## config.mk

```make
export PLATFORM = sky130hd
export DESIGN_NAME = rur_core
export DESIGN_NICKNAME = d
export VERILOG_FILES = /design/src/hw/rur_pkg.sv /design/src/hw/rur_core.sv
export SDC_FILE = /design/constraint.sdc
export NUM_CORES = 1
export LEC_CHECK = 0
export ABC_CLOCK_PERIOD_IN_PS = 15000
export BUFFER_PORTS_ARGS = -buffer_cell sky130_fd_sc_hd__buf_4
export CORE_MARGIN = 1
export CORE_UTILIZATION = 40
export CTS_BUF_LIST = sky130_fd_sc_hd__clkbuf_8 sky130_fd_sc_hd__clkbuf_16
export DETAILED_ROUTE_END_ITERATION = 10
export PLACE_DENSITY = 0.58
export REMOVE_ABC_BUFFERS = 1
export SKIP_LAST_GASP = 1
export SYNTH_ARGS = -nofsm -noshare
export SYNTH_HDL_FRONTEND = slang
export SYNTH_SLANG_ARGS = --single-unit
```

## constraint.sdc

```tcl
create_clock -name ref_clk -period 15 [get_ports ref_clk]
set_clock_uncertainty 0.05 [all_clocks]
set_input_delay 0.75 -clock ref_clk [delete_from_list [all_inputs] [get_ports ref_clk]]
set_output_delay 0.75 -clock ref_clk [all_outputs]
set_load 0.01 [all_outputs]
```

## src/hw/rur_pkg.sv

```systemverilog
package rur_pkg;

  // Control word layout, shared by the control and update registers.
  typedef struct packed {
    logic        reserved_high_bit;
    logic        early_done_check;
    logic        osc_select;
    logic        watchdog_enable_bit;
    logic        reserved_low_bit;
    logic [21:0] boot_address_msbs;
    logic [11:0] watchdog_timeout_msbs;
  } rur_ctrl_t;

  // One history record; sources are one-hot, highest order wins.
  typedef struct packed {
    logic        unused_top;
    logic        src_ext_reset;
    logic        src_crc;
    logic        src_status_pin;
    logic        src_watchdog;
    logic        src_array;
    logic [1:0]  master_state;
    logic [23:0] boot_address;
  } rur_hist_t;

  // Widths.
  localparam int CTRL_W   = 39;
  localparam int STATUS_W = 32;
  localparam int WD_W     = 29;
  localparam int CAUSE_W  = 5;

  // Cause vector bit positions, ordered as in the history record.
  localparam int CAUSE_EXT   = 4;
  localparam int CAUSE_CRC   = 3;
  localparam int CAUSE_STAT  = 2;
  localparam int CAUSE_WD    = 1;
  localparam int CAUSE_ARRAY = 0;

  // Watchdog fill pattern below the timeout field.
  localparam logic [16:0] WD_FILL = 17'h00008;

  // Power-up factory address msbs for the parallel-flash scheme (24'h010000 >> 2).
  localparam logic [21:0] PAR_FACTORY_MSBS = 22'h004000;
  localparam logic [21:0] SER_FACTORY_MSBS = 22'h000000;

  // Master state codes as reported in status words.
  localparam logic [1:0] MS_FACTORY = 2'h0;
  localparam logic [1:0] MS_APP_CFG = 2'h1;
  localparam logic [1:0] MS_APP_USR = 2'h2;

  // Capture word selections.
  localparam logic [1:0] SEL_CURRENT = 2'h0;
  localparam logic [1:0] SEL_INFO2   = 2'h1;
  localparam logic [1:0] SEL_HIST1   = 2'h2;

  // Least hold time of array request and watchdog reload.
  localparam int CLK_PERIOD_NS = 10;
  localparam int REQ_HOLD_NS   = 250;
  localparam int REQ_HOLD_CYC  = (REQ_HOLD_NS + CLK_PERIOD_NS - 1) / CLK_PERIOD_NS;

  // Reset value of the control register before power-up load.
  localparam logic [CTRL_W-1:0] CTRL_RESET = 39'h00_0000_0000;

endpackage

```

## src/hw/rur_core.sv

```systemverilog
`timescale 1ns/1ps
// Operation
// - Shift register samples and writes internal registers.
// - Update writes accepted only in factory image.
// - Application read loads control into shift.
// - Factory read loads update into shift.
// - Array reconfiguration copies update register into control.
// - Status records cause; capture copies status.
// - Control, status and shift all on ref clock; user clock sampled.
// - Serial scheme powers up with zero address.
// - Parallel scheme powers up at factory address.
// - Control register is 39 bits, fixed layout.
// - Timeout msbs plus fixed pattern form count.
// - Boot address is address msbs, two zeros.
// - Watchdog enable and oscillator select take effect.
// - Early done check falls back to factory.
// - Status identifies one of five triggers.
// - Factory word: state, zeros, boot address.
// - Info word one: state, enable, timeout.
// - Info word two: state, zeros, boot address.
// - Two history records, current and previous.
// - One-hot sources, highest order wins ties.
// - History flag order, state and boot address.
// - Array request reloads control, restarts configuration.
// - Error triggers clear control, boot address to factory; array loads update.
// - Watchdog counts in application user mode only.
module rur_core
  import rur_pkg::*;
(
  // Clock and reset.
  input  wire logic        ref_clk,
  input  wire logic        rst,
  // Serial interface from the programmable array.
  input  wire logic        upgrade_shift_clock,
  input  wire logic        upgrade_serial_in,
  input  wire logic        shift_or_load_select,
  input  wire logic        capture_or_update_select,
  input  wire logic        read_select,
  input  wire logic [1:0]  info_select,
  output logic             upgrade_serial_out,
  // Requests from the programmable array.
  input  wire logic        array_reconfig_request,
  input  wire logic        watchdog_reload_request,
  // Configuration pins and loader status.
  input  wire logic        config_reset_pin_n,
  input  wire logic        config_status_pin_n,
  input  wire logic        config_done_pin,
  input  wire logic        crc_error,
  input  wire logic        image_invalid,
  input  wire logic        parallel_scheme,
  input  wire logic        factory_boot_address_instr,
  input  wire logic [21:0] factory_boot_address_msbs,
  // State toward the configuration engine.
  output logic [23:0]      boot_address,
  output logic [1:0]       master_state,
  output logic             reconfig_start,
  output logic             startup_osc_internal,
  output logic             watchdog_running
);

  typedef enum logic [2:0] {
    ST_FACTORY = 3'h1,
    ST_APP_CFG = 3'h2,
    ST_APP_USR = 3'h4
  } rur_state_t;

  localparam int SYNC_W = 38;
  localparam logic [SYNC_W-1:0] SYNC_IDLE = 38'h00_0000_0180; // Idle pin levels, so no false edge follows reset.

  logic [SYNC_W-1:0] sync1_q, sync2_q;
  logic [9:0]        prev_q;
  rur_state_t        state_q;
  rur_ctrl_t         ctrl_q, update_q;
  logic [CTRL_W-1:0] shift_q;
  logic [CAUSE_W-1:0] cause_q;
  rur_hist_t         hist1_q, hist2_q;
  logic [WD_W-1:0]   wd_cnt_q;
  logic [4:0]        req_cnt_q, rld_cnt_q;
  logic              req_done_q, rld_done_q;
  logic [2:0]        pwr_q;
  wire               powered_q = pwr_q[2]; // Set once the straps have crossed the synchroniser.

  // Returns the highest-order source of a simultaneous group.
  function automatic logic [CAUSE_W-1:0] top_cause(input logic [CAUSE_W-1:0] c);
    logic [CAUSE_W-1:0] r;
    r = '0;
    for (int i = 0; i < CAUSE_W; i++) begin
      if (c[i]) begin
        r = '0;
        r[i] = 1'b1;
      end
    end
    return r;
  endfunction

  // shift clock sampled
  // Every outside input but rst crosses two flip-flops; the link clock is sampled too.
  always_ff @(posedge ref_clk or posedge rst) begin
    if (rst) begin
      sync1_q <= SYNC_IDLE;
      sync2_q <= SYNC_IDLE;
    end else begin
      sync1_q <= {factory_boot_address_msbs, factory_boot_address_instr, parallel_scheme, info_select,
                  image_invalid, crc_error, config_done_pin, config_status_pin_n, config_reset_pin_n,
                  watchdog_reload_request, array_reconfig_request, read_select, capture_or_update_select,
                  shift_or_load_select, upgrade_serial_in, upgrade_shift_clock};
      sync2_q <= sync1_q;
    end
  end

  wire       s_clk   = sync2_q[0];
  wire       s_din   = sync2_q[1];
  wire       s_shift = sync2_q[2];
  wire       s_capt  = sync2_q[3];
  wire       s_read  = sync2_q[4];
  wire       s_req   = sync2_q[5];
  wire       s_rld   = sync2_q[6];
  wire       s_rst_n = sync2_q[7];
  wire       s_stt_n = sync2_q[8];
  wire       s_done  = sync2_q[9];
  wire       s_crc   = sync2_q[10];
  wire       s_inval = sync2_q[11];
  wire [1:0] s_sel   = sync2_q[13:12];
  wire       s_par   = sync2_q[14];
  wire       s_ovr   = sync2_q[15];
  wire [21:0] s_addr = sync2_q[37:16];

  // Delayed copies for edge detection, reset to the idle pin levels.
  always_ff @(posedge ref_clk or posedge rst) begin
    if (rst) begin
      prev_q <= 10'h180;
    end else begin
      prev_q <= sync2_q[9:0];
    end
  end

  wire clk_rise  = s_clk & ~prev_q[0];
  wire done_rise = s_done & ~prev_q[9];
  wire in_factory = (state_q == ST_FACTORY);
  wire [1:0] ms_code = in_factory ? MS_FACTORY : (state_q == ST_APP_CFG ? MS_APP_CFG : MS_APP_USR);

  // request hold qualify
  // Requests act once held for the least hold time, so short glitches are ignored.
  always_ff @(posedge ref_clk or posedge rst) begin
    if (rst) begin
      req_cnt_q  <= '0;
      req_done_q <= 1'b0;
      rld_cnt_q  <= '0;
      rld_done_q <= 1'b0;
    end else begin
      req_cnt_q  <= s_req ? ((req_cnt_q == 5'(REQ_HOLD_CYC)) ? req_cnt_q : req_cnt_q + 5'h01) : 5'h00;
      req_done_q <= s_req & (req_cnt_q == 5'(REQ_HOLD_CYC - 1) | req_done_q);
      rld_cnt_q  <= s_rld ? ((rld_cnt_q == 5'(REQ_HOLD_CYC)) ? rld_cnt_q : rld_cnt_q + 5'h01) : 5'h00;
      rld_done_q <= s_rld & (rld_cnt_q == 5'(REQ_HOLD_CYC - 1) | rld_done_q);
    end
  end

  wire req_ev = s_req & (req_cnt_q == 5'(REQ_HOLD_CYC - 1)) & ~req_done_q;
  wire rld_ev = s_rld & (rld_cnt_q == 5'(REQ_HOLD_CYC - 1)) & ~rld_done_q;

  wire wd_armed   = (state_q == ST_APP_USR) & ctrl_q.watchdog_enable_bit;
  wire wd_expire  = wd_armed & (wd_cnt_q == '0);
  wire [WD_W-1:0] wd_load = {ctrl_q.watchdog_timeout_msbs, WD_FILL};

  wire early_fail = (state_q == ST_APP_CFG) & ctrl_q.early_done_check & (s_inval | (s_done & ~prev_q[9]
                    & s_inval));

  wire [CAUSE_W-1:0] raw_cause = {~s_rst_n & prev_q[7], s_crc | early_fail, ~s_stt_n & prev_q[8],
                                  wd_expire, req_ev};
  wire [CAUSE_W-1:0] cause_now = top_cause(raw_cause);
  wire               reconfig  = |raw_cause;

  // Power-up address differs by scheme; the strap is taken three cycles after release.
  wire [21:0] factory_msbs = s_par ? (s_ovr ? s_addr : PAR_FACTORY_MSBS) : SER_FACTORY_MSBS;

  // Master state machine.
  always_ff @(posedge ref_clk or posedge rst) begin
    if (rst) begin
      state_q <= ST_FACTORY;
    end else if (reconfig) begin
      state_q <= (cause_now[CAUSE_ARRAY] && in_factory) ? ST_APP_CFG : ST_FACTORY;
    end else if (state_q == ST_APP_CFG && done_rise) begin
      state_q <= ST_APP_USR;
    end
  end

  always_ff @(posedge ref_clk or posedge rst) begin
    if (rst) begin
      ctrl_q    <= CTRL_RESET;
      pwr_q     <= 3'h0;
    end else begin
      pwr_q     <= {pwr_q[1:0], 1'b1};
      if (!powered_q) begin
        ctrl_q                   <= CTRL_RESET;
        ctrl_q.boot_address_msbs <= factory_msbs;
      end else if (reconfig) begin
        if (cause_now[CAUSE_ARRAY]) begin
          ctrl_q <= update_q;
        end else begin
          ctrl_q                   <= CTRL_RESET;
          ctrl_q.boot_address_msbs <= factory_msbs;
        end
      end
    end
  end

  always_ff @(posedge ref_clk or posedge rst) begin
    if (rst) begin
      wd_cnt_q <= '0;
    end else if (!wd_armed || rld_ev) begin
      wd_cnt_q <= wd_load;
    end else if (wd_cnt_q != '0) begin
      wd_cnt_q <= wd_cnt_q - 29'h0000_0001;
    end
  end

  always_ff @(posedge ref_clk or posedge rst) begin
    if (rst) begin
      cause_q <= '0;
      hist1_q <= '0;
      hist2_q <= '0;
    end else if (reconfig) begin
      cause_q <= cause_now;
      if (!in_factory) begin
        hist2_q <= hist1_q;
        // history record layout
        // State and address are taken live, since the registered outputs lag by one cycle.
        hist1_q <= {1'b0, cause_now, ms_code, ctrl_q.boot_address_msbs, 2'h0};
      end
    end
  end

  // Status words for capture.
  logic [STATUS_W-1:0] status_word;
  always_comb begin
    unique case (s_sel)
      SEL_CURRENT: status_word = in_factory ? {ms_code, 6'h00, boot_address}
                                            : {ms_code, ctrl_q.watchdog_enable_bit, wd_load};
      SEL_INFO2:   status_word = {ms_code, 6'h00, boot_address};
      SEL_HIST1:   status_word = hist1_q;
      default:     status_word = hist2_q;
    endcase
  end

  always_ff @(posedge ref_clk or posedge rst) begin
    if (rst) begin
      shift_q <= '0;
    end else if (clk_rise) begin
      if (s_shift) begin
        shift_q <= {s_din, shift_q[CTRL_W-1:1]};
      end else if (s_capt && s_read) begin
        shift_q <= in_factory ? update_q : ctrl_q;
      end else if (s_capt) begin
        shift_q <= {7'h00, status_word};
      end
    end
  end

  always_ff @(posedge ref_clk or posedge rst) begin
    if (rst) begin
      update_q <= CTRL_RESET;
    end else if (clk_rise && !s_shift && !s_capt && in_factory) begin
      update_q <= shift_q;
    end
  end

  // Registered outputs.
  always_ff @(posedge ref_clk or posedge rst) begin
    if (rst) begin
      upgrade_serial_out   <= 1'b0;
      boot_address         <= '0;
      master_state         <= MS_FACTORY;
      reconfig_start       <= 1'b0;
      startup_osc_internal <= 1'b0;
      watchdog_running     <= 1'b0;
    end else begin
      upgrade_serial_out   <= shift_q[0];
      boot_address         <= {ctrl_q.boot_address_msbs, 2'h0};
      master_state         <= ms_code;
      reconfig_start       <= reconfig;
      startup_osc_internal <= ctrl_q.osc_select;
      watchdog_running     <= wd_armed;
    end
  end

  // Checks.
  chk_update_guard: assert property (@(posedge ref_clk) disable iff (rst)
    (!in_factory) |=> $stable(update_q) || $past(in_factory))
    else $error("Update register changed outside factory image.");

  chk_app_read: assert property (@(posedge ref_clk) disable iff (rst)
    (clk_rise && !s_shift && s_capt && s_read && !in_factory) |=> (shift_q == $past(ctrl_q)))
    else $error("Application read did not load control.");

  chk_factory_read: assert property (@(posedge ref_clk) disable iff (rst)
    (clk_rise && !s_shift && s_capt && s_read && in_factory) |=> (shift_q == $past(update_q)))
    else $error("Factory read did not load update register.");

  chk_array_load: assert property (@(posedge ref_clk) disable iff (rst)
    (powered_q && reconfig && cause_now[CAUSE_ARRAY]) |=> (ctrl_q == $past(update_q)))
    else $error("Array reconfiguration did not copy update register.");

  chk_error_clear: assert property (@(posedge ref_clk) disable iff (rst)
    (powered_q && reconfig && !cause_now[CAUSE_ARRAY]) |=> (ctrl_q.watchdog_timeout_msbs == 12'h000
    && !ctrl_q.watchdog_enable_bit && !ctrl_q.early_done_check))
    else $error("Error trigger did not clear control register.");

  chk_cause_onehot: assert property (@(posedge ref_clk) disable iff (rst)
    reconfig |=> $onehot(cause_q) && (cause_q[CAUSE_EXT] == $past(raw_cause[CAUSE_EXT])))
    else $error("Recorded cause is not the highest-order source.");

  chk_wd_idle: assert property (@(posedge ref_clk) disable iff (rst)
    (state_q != ST_APP_USR) |=> (wd_cnt_q == $past(wd_load)))
    else $error("Watchdog moved outside application user mode.");

  chk_wd_timeout: assert property (@(posedge ref_clk) disable iff (rst)
    wd_expire |=> (state_q == ST_FACTORY) && reconfig_start
    && (cause_q[CAUSE_WD] || $past(|raw_cause[CAUSE_EXT:CAUSE_STAT])))
    else $error("Watchdog expiry did not load factory image.");

  chk_req_hold: assert property (@(posedge ref_clk) disable iff (rst)
    $rose(s_req) ##1 s_req [*8] |-> !cause_q[CAUSE_ARRAY] || $past(cause_q[CAUSE_ARRAY], 9))
    else $error("Array request acted before its hold time.");

  chk_boot_addr: assert property (@(posedge ref_clk) disable iff (rst)
    ##1 (boot_address == {$past(ctrl_q.boot_address_msbs), 2'h0}))
    else $error("Boot address does not follow control register.");

endmodule

```

After elaboration in Yosys (flattened, before gate mapping)
Index checks and enable logic that the tools add are counted.
{"block": "classes", "n_addsub": 3, "n_mul": 0, "div": 0, "magnitude_cmp": 0, "n_eq_ne": 12, "shift": 0, "muxes": 27, "n_bitwise": 26, "reduce_logical": 19}
{"cell": "2-to-1 mux 39 bit", "count": 7}
{"cell": "case mux 32 bit (3 select lines)", "count": 1}
{"cell": "2-to-1 mux 29 bit", "count": 2}
{"cell": "2-to-1 mux 22 bit", "count": 2}
{"cell": "2-to-1 mux 5 bit", "count": 8}
{"cell": "2-to-1 mux 30 bit", "count": 1}
{"cell": "zero test 29 bit", "count": 1}
{"cell": "nonzero test 29 bit", "count": 1}
{"cell": "subtractor 29 x 1 -> 29 bit, second input constant", "count": 1}
{"cell": "equality test 5 bit, second input constant", "count": 4}
{"cell": "bitwise AND 1 bit", "count": 15}
{"cell": "adder 5 x 1 -> 5 bit, second input constant", "count": 2}
{"cell": "inverter 1 bit", "count": 7}
{"cell": "logical AND 1 bit", "count": 6}
{"cell": "2-to-1 mux 2 bit", "count": 3}
{"cell": "2-to-1 mux 3 bit", "count": 2}
{"cell": "OR reduction 5 bit", "count": 1}
{"cell": "!= test 2 bit, second input constant", "count": 2}
{"cell": "bitwise OR 1 bit", "count": 4}
{"cell": "AND reduction 2 bit", "count": 2}
{"cell": "nonzero test 2 bit", "count": 2}
{"cell": "equality test 3 x 1 -> 1 bit, second input constant", "count": 1}
{"cell": "equality test 3 x 2 -> 1 bit, second input constant", "count": 1}
{"cell": "equality test 3 bit, second input constant", "count": 1}
{"cell": "other kinds (8)", "count": 10}
{"block": "totals", "regBits": 336, "latch_bits": 0, "ram_bits": 0, "romBits": 0, "input_bits": 40, "output_inout_bits": 30, "wordCells": 132, "n_memories": 0}

Logic depth before layout (Yosys ltp)
Gate-level depths: netlist (run 1).
{"block": "logic_depth", "word_depth": 11, "ltp_mapped": 9, "depth_no_buf": 7}

Least setup slack after synthesis (run 1)
No wires, ideal clock.
{"block": "synth_timing", "path_type": "flip-flop to flip-flop", "from": "reg wd_cnt_q[4]", "to": "reg ctrl_q[0] (netlist bit)", "setup_ns": 0.120, "arrival_ns": 2.305, "required_time_ns": 14.830, "slack_ns": 12.525, "stages_incl_launch_ff": 8, "path_buffers": 2, "period_less_slack_ns": 2.475, "path_cell_list": "dfrtp_1 > or4_1 > or3_4 > or4_4 > nand3_1 > buf_4 > buf_6 > a21oi_1"}
{"block": "synth_between", "elab_chain_cells": 9, "word_cells_on_any_way": 11, "cone_classes": "1 x eq/ne; 7 x mux; 1 x bitwise; 2 x reduce/logical"}
{"element": "from (decl)", "line": "rur_core.sv:77", "source": "logic [WD_W-1:0] wd_cnt_q;"}
{"element": "from (signal assigned)", "line": "rur_core.sv:211", "source": "wd_cnt_q <= wd_load;"}
{"element": "from (signal assigned)", "line": "rur_core.sv:213", "source": "wd_cnt_q <= wd_cnt_q - 29'h0000_0001;"}
{"element": "zero test 29 bit *", "line": "rur_core.sv:162", "source": "wire wd_expire = wd_armed & (wd_cnt_q == '0);"}
{"element": "bitwise AND 1 bit *", "line": "rur_core.sv:162"}
{"element": "2-to-1 mux 5 bit (4 in a row)", "line": "rur_core.sv:88", "source": "if (c[i]) begin"}
{"element": "2-to-1 mux 39 bit", "line": "rur_core.sv:197", "source": "if (cause_now[CAUSE_ARRAY]) begin"}
{"element": "2-to-1 mux 39 bit", "line": "rur_core.sv:196", "source": "end else if (reconfig) begin"}
{"element": "2-to-1 mux 39 bit", "line": "rur_core.sv:193", "source": "if (!powered_q) begin"}
{"element": "to (signal assigned)", "line": "rur_core.sv:198", "source": "ctrl_q <= update_q;"}
{"element": "to (decl)", "line": "rur_core.sv:73", "source": "rur_ctrl_t ctrl_q, update_q;"}
Every way passes the cells marked *; elsewhere a longest branch is shown, timed or not. The select of a mux whose other input is x is not followed.
A chain may end at the register's enable or synchronous reset.

Worst setup path after layout (run 1)
{"block": "layout_timing", "from": "reg wd_cnt_q[4]", "to": "reg ctrl_q[18] (netlist bit)"}
Same word-level chain as after synthesis.

==> results by group, run 1 <==
Detailed routing
  – DRC: 0
  – Via density: between 5 and 6
  – Initial DRT Pass Iterations: 5
  – Drt total wl: between 30000 and 40000 µm
  – Final ANT Viol Nets: 0
  – Routed vias: ~9000
  – DR iter-0 viols: 614
  – Avg WL per Cell: about 19 µm

CTS
  – PostCTS Resize Cnt: 0
  – Num CTS Buffers: 37
  – Clock buffer depth: 3
  – H-tree Lvls: 2
  – Worst-path clk slew: around 60 ps
  – Root Driver: clkbuf_16
  – CTS Sinks: 330
  – Hold_buf cts: 0
  – CTS tree: built
  – Post-CTS Repair Setup Buffers: 0
  – Clock latency on the worst-skew pair: ~520 ps

Critical path
  – Reg2reg start: wd_cnt_q[4]
  – Critical Path End Type: flop
  – Setup Crit Path Kind: flop to flop
  – CP startpoint: wd_cnt_q[4]
  – Slowest cell on crit path: nand3_1
  – Critical-path maximum fanout: 22
  – Critical Path Start Type: flop
  – Critical Path RT: between 15000 and 20000 ps
  – Worst-path cell chain: or4_1 -> or3_4 -> or4_4 -> nand3_1 -> buf_4 -> o2bb2ai_1
  – Critical path's largest stage delay: approximately 660 ps
  – Data arrival, critical path: between 3000 and 4000 ps

STA
  – Endpoints failing hold: 0
  – Period minus WS final: roughly 3400 ps
  – Crit share post-route: ~23%
  – Slew headroom: approximately 11%
  – Max Fclk: a little under 0.3 GHz
  – Setup TNS: 0 ps
  – Final setup fails: 0
  – Worst Max-Slew Pin Slew: between 1000 and 1500 ps
  – Pins Over Slew Limit: 0
  – RSZ-0062 raised after global routing: no

Floorplan
  – Placement Rows: 67
  – Die Area: between 30000 and 40000 µm²
  – Starting density of the core: approximately two fifths
  – Core box area: ~34000 µm²
  – # IOs: 70
  – Die H: roughly 190 µm
  – Die X: approximately 190 µm

Global route
  – First-pass GRT wire length: ~50000 µm
  – Vias in the first global route: between 9000 and 10000
  – Largest net degree at the start of global routing: about 130
  – Initial antenna violation count: 0
  – GRT Util Overall: about 18%
  – Global route total overflow: 0

Synthesis
  – Synthesized instance count: about 1200
  – Yosys reg bits: 330
  – Post-synth cell types: between 50 and 60
  – Post-synth EDFFs: 0
  – Ys async rst share: 100%
  – Synth cell count leaders: dfrtp_1 (323), nand2_1 (159), mux2_2 (96)
  – Yosys warnings: 0
  – Most common cell in the netlist: dfrtp_1
  – Avg Synthesized Cell Area: between 10 and 15 µm²
  – Post-Synthesis Cell Area: approximately 14000 µm²
  – Register area share after synthesis: between 60% and 70%
  – Ranking of synthesized cells by area: dfrtp_1 (59%), mux2_2 (7.9%), nand2_1 (4.4%)
  – Most used DFF post-synth: dfrtp_1
  – Top cell type by total area after synthesis: dfrtp_1
  – Yosys top cell area share: 58.9%

Placement
  – Dpl hpwl: 19100 µm
  – Port buffer count: 67
  – GP Congestion: 0.781
  – Placed cells: around 1600

Power
  – Static leakage: a little over 7 nW
  – Pwr Density: 134 nW/µm²
  – Worst vdd ir: roughly 0.097 mV

Final layout
  – Post-Layout Cell Count: 1713
  – Diode count: 0
  – Layout cell share with drive strength beyond 1: 22.1%
  – Synthesis-to-finish area growth: 16.3%
  – Nets: 1288

Hold path
  – Min-delay worst type: primary input to flop
  – Hold_sp: config_status_pin_n

Job
  – Number of max-cap violations: 0

Status
  – Status: completed
## sequential cells by signal (all words and copies together) (netlist names), 22 cells and up
| signal | cells |
|---|---|
| hist1_q | 29 |
| boot_address | 22 |
| sync1_q | 38 |
| wd_cnt_q | 29 |
| update_q | 39 |
| sync2_q | 38 |
| ctrl_q | 39 |
| shift_q | 39 |
| hist2_q | 29 |
## placed cells by master, fill, tap and decap left out, drive strengths merged, types with 3 or more instances in the layout
master,netlist,final
clkinv,0,12
or4,12,12
inv,13,15
clkbuf,47,44
nor3b,5,5
and2,10,10
a22o,13,13
mux2,105,105
a221oi,10,10
nor2b,6,6
a211oi,15,15
nand3,28,28
nor2,72,72
nor4,8,8
buf,25,87
bufinv,0,6
a31o,8,8
nand2,159,159
a21oi,79,79
ha,8,8
o21ai,50,50
xor2,6,6
or3b,3,3
nor3,22,22
mux2i,49,49
a31oi,15,15
dfrtp,323,323
o2bb2ai,21,21
nand4,3,3
xnor2,8,8
nand4b,4,4
nand3b,3,3
conb,2,3
or3,14,14
dfstp,7,7
o31ai,13,13
o21a,3,3
## final cells by class
| cell class | instances | area, µm² |
|---|---|---|
| clock buffers | 44 | 1030 |
| clock inverters | 20 | 267 |
| fillers | 3048 | 17700 |
| inverters | 13 | 56.3 |
| multi-input cells | 771 | 5120 |
| flip-flops and latches | 330 | 8270 |
| well taps | 448 | 561 |
| repair buffers | 87 | 653 |
## worst max-delay path, delay by kind of cell, from the launching register on
family / cells / cell delay (ps)
buffers and inverters: 1 / 440
flip-flops: 1 / 420
AO/OA/AOI/OAI: 1 / 100
AND/OR/NAND/NOR: 4 / 2240
## worst paths after layout
check	endpoint	slack [ps]	cells past startpoint
worst min register to register	sync2_q[11]	290	0
worst min-delay path	sync1_q[8]	290	1
worst max register to register	ctrl_q[18]	11610	6
max in group asynchronous	update_q[34]	12420	4
worst max-delay path	ctrl_q[18]	11610	6
min in group asynchronous	sync1_q[5]	330	2
## cells by family after synthesis
group,share of synthesized area (%)
AND/OR/NAND/NOR,12.3
buffers and inverters,2.67
other,0.0547
flip-flops,60.3
adder cells (fa/ha/maj),0.730
multiplexers,12.2
AO/OA/AOI/OAI,10.9
XOR/XNOR,0.894
## power by group
group / internal [W] / switching (W) / leakage, nW
Combinational: 0.0000775 / 0.0000871 / 2.32
Clock: 0.000594 / 0.000359 / 0.657
Sequential: 0.000969 / 0.0000580 / 4.23
Total: 0.00164 / 0.000504 / 7.20
## per-stage QoR
stage	instance area [µm²]	utilization [%]	hold WS (ps)	setup slack [ps]	total power [W]
3_5_place_dp	14700	43.6	285	11640	0.00121
5_1_grt	16000	47.5	265	11460	0.00224
4_1_cts	16000	47.5	269	11620	0.00217
2_1_floorplan	13400	-	281	5070	0.00114
3_3_place_gp	14700	43.6	282	11660	0.00120
6_report	16000	47.5	286	11610	0.00214
## layer usage
metal / up-vias / track usage, % / wire, µm
met5: - / 0 / 0
met4: 0 / 5.39 / 764
met3: 51 / 2.63 / 1170
met2: 180 / 30.4 / 15200
met1: 4681 / 25.5 / 14700
li1: 4302 / - / -
No activity file was read; power rests on OpenSTA's default activity.
==> run 2, diff against run 1 <==
- ABC_CLOCK_PERIOD_IN_PS: 15000 -> 3340
- clock period: 15 -> 3.34 ns (I/O delays scaled with it)
==> run 2 against run 1 <==
Sequential power grew to 4.5 times the previous value. Clock power rose to 4.2 times the previous value. Total power grew to 4.4 times the previous value. Combinational power rose to 4.7 times the previous value. Global-route usage is 0.69 points higher. Sequential share of layout area decreased by 1.5 points. Register-to-register slack got worse by 11000 ps. Utilization up 1.4 points. Die area unchanged. Worst hold slack worse by 63 ps. Design area increased by 2.9%. Largest cell class unchanged. Highest routed layer unchanged.
==> results by group, run 2 (synthesis gave the netlist of run 1 again) <==
Status
  – Status: completed

STA
  – Worst Max-Slew Pin Slew: 905 ps (-416 ps)
  – Max Fclk: 0.332 GHz (+13%)
  – RSZ-0062 raised after global routing: no
  – Setup TNS: 0 ps (unchanged)
  – Final setup fails: 0 (unchanged)
  – Crit share post-route: 90.1% (+68 points)
  – Slew headroom: 39.4% (+28 points)
  – Endpoints failing hold: 0 (unchanged)
  – Pins Over Slew Limit: 0 (unchanged)
  – Period minus WS final: 3010 ps (-382 ps)

Final layout
  – Diode count: 0 (unchanged)
  – Most frequent cells in the layout: dfrtp_1 (322), nand2_1 (159), buf_4 (97)
  – Post-Layout Cell Count: 1768 (+3.2%)
  – Layout cell share with drive strength beyond 1: 21.8% (-0.24 points)
  – Most common cell after layout, fill and taps aside: dfrtp_1
  – Largest regs: ctrl_q x39, shift_q x39, update_q x39
  – Synthesis-to-finish area growth: 19.7%
  – Design area: 16400 µm² (+2.9%)
  – Nets: 1341 (+4.1%)

Detailed routing
  – Initial DRT Pass Iterations: 5 (unchanged)
  – Avg WL per Cell: 18.6 µm (-0.15%)
  – DR iter-0 viols: 677 (+10%)
  – Via density: 5.33 (-0.86%)
  – Final ANT Viol Nets: 0 (unchanged)
  – Routed vias: 9428 (+2.3%)
  – Drt total wl: 32800 µm (+3.1%)
  – DRC: 0 (unchanged)

Power
  – Pwr Density: 570 nW/µm² (+320%)
  – Sw Ratio: 23.9% (+0.40 points)
  – Logic pwr share: 8.3% (+0.6 points)
  – Sw Pwr: 0.00224 W (+340%)
  – Static leakage: 7.44 nW (+3.3%)
  – Int Pwr: 0.00713 W (+330%)
  – Clock power share: 42.4% (-2.0 points)
  – Worst vdd ir: 0.403 mV (+310%)
  – Seq pwr share: 49.3% (+1.4 points)

CTS
  – CTS Sinks: 330 (unchanged)
  – Root Driver: clkbuf_16
  – Clock buffer depth: 3 (unchanged)
  – CTS tree: built
  – Worst-path clk slew: 60 ps (about the same)
  – Num CTS Buffers: 36 (-2.7%)
  – H-tree Lvls: 2 (unchanged)
  – Clock latency on the worst-skew pair: 520 ps (about the same)

Job
  – Number of max-cap violations: 0 (unchanged)

Global route
  – Global route total overflow: 0 (unchanged)
  – GRT Util Overall: 19.2% (+0.69 points)
  – Initial antenna violation count: 0 (unchanged)
  – Vias in the first global route: 9568 (+4.2%)
  – First-pass GRT wire length: 53400 µm (+3.7%)
  – Largest net degree at the start of global routing: 90 (-30%)

Critical path
  – Slowest cell on crit path: nor2_4
  – Critical Path Start Type: flop
  – R2R Path End: hist1_q[23]
  – Setup Crit Path Kind: flop to flop
  – Reg2reg start: req_cnt_q[0]
  – Critical path's largest stage delay: 690 ps (+30 ps)
  – End point of the critical path: hist1_q[23]
  – R2R depth: 8 (+2)
  – Critical Path End Type: flop
  – Worst reg2reg setup slack: 330 ps (-11280 ps)
  – Critical Path RT: 3680 ps (-11660 ps)
  – Worst-path cell chain: inv_1 -> ha_1 -> and4b_1 -> and3b_2 -> o31a_1 -> nor2_4 -> buf_12 -> mux2_2
  – CP startpoint: req_cnt_q[0]
  – Critical-path maximum fanout: 28 (+27%)
  – Data arrival, critical path: 3350 ps (-380 ps)

Floorplan
  – Core box area: 33600 µm² (unchanged)
  – Starting density of the core: 40.8% (unchanged)
  – Die Area: 35000 µm² (unchanged)
  – Die H: 187 µm (unchanged)
  – # IOs: 70 (unchanged)
  – Placement Rows: 67 (unchanged)
  – Die X: 187 µm (unchanged)

Placement
  – Dpl hpwl: 20500 µm (+7.5%)
  – GP Congestion: 0.772 (-1.1%)
  – DP Area: 14800 µm² (+1.2%)
  – Port buffer count: 67 (unchanged)
  – Placed cells: 1664 (+0.91%)

Hold path
  – Min-delay worst type: primary input to asynchronous set/reset pin
-- run 2: changes by cell type in the layout (fill, tap and decap cells not counted), sizes merged --
cell,previous run,this run
dlygate4sd3,0,39
buf,87,102
inv,15,24
clkinv,12,5
bufinv,6,2
clkbuf,44,47
-- run 2: metrics by stage --
step / worst slack, ps / util [%] / power [W] / hold WS, ps
5_1_grt: 145 / 48.8 / 0.00979 / 232
6_report: 330 / 48.8 / 0.00937 / 223
2_1_floorplan: -6010 / - / 0.00513 / 121
3_3_place_gp: 346 / 44.1 / 0.00542 / 226
4_1_cts: 287 / 48.8 / 0.00948 / 224
3_5_place_dp: 323 / 44.1 / 0.00544 / 227
-- run 2: worst min-delay path by stage --
stage / end / from
3_5_place_dp: sync1_q[25] / factory_boot_address_msbs[9]
5_1_grt: sync1_q[26] / factory_boot_address_msbs[10]
2_1_floorplan: sync1_q[7] / config_reset_pin_n
4_1_cts: sync1_q[18] / factory_boot_address_msbs[2]
3_3_place_gp: sync1_q[16] / factory_boot_address_msbs[0]
6_report: sync1_q[5] / rst
-- run 2: repair_timing --
item                                    CTS  global route
buffers inserted                          0             0
hold buffers                             39             0
endpoints found under the setup margin    0             0
gates resized for setup                   0             0
endpoints found under the hold margin   114             0
-- run 2: final cells by class --
class | instances | area (µm²)
Fill cell | 2993 | 17200
Sequential cell | 330 | 8270
Multi-Input combinational cell | 771 | 5120
Timing Repair Buffer | 141 | 1220
Clock buffer | 47 | 1060
Tap cell | 448 | 561
Clock inverter | 18 | 136
Inverter | 13 | 56.3
-- run 2: power by group through the flow --
stage | Sequential (W) | Clock, W | Combinational (W)
finish | 0.00462 | 0.00397 | 0.000781
global route | 0.00466 | 0.00424 | 0.000887
global placement | 0.00468 | 0 | 0.000739
floorplan | 0.00462 | 0 | 0.000515
detailed placement | 0.00468 | 0 | 0.000754
CTS | 0.00461 | 0.00408 | 0.000793
-- run 2: metal layers --
layer | wire [µm] | global-route usage [%] | vias up
met3 | 1270 | 3.02 | 51
met2 | 15500 | 30.7 | 164
met5 | 0 | 0 | -
li1 | - | - | 4417
met4 | 798 | 5.80 | 0
met1 | 15300 | 26.9 | 4796
-- run 2: worst max-delay path, delay by kind of cell (launching register included) --
family | cells | cell delay [ps]
AOI/OAI and AO/OA | 1 | 350
adders and majority gates | 1 | 200
buffers and inverters | 2 | 370
DFF | 1 | 390
muxes | 1 | 360
and+or+nand+nor | 3 | 1110
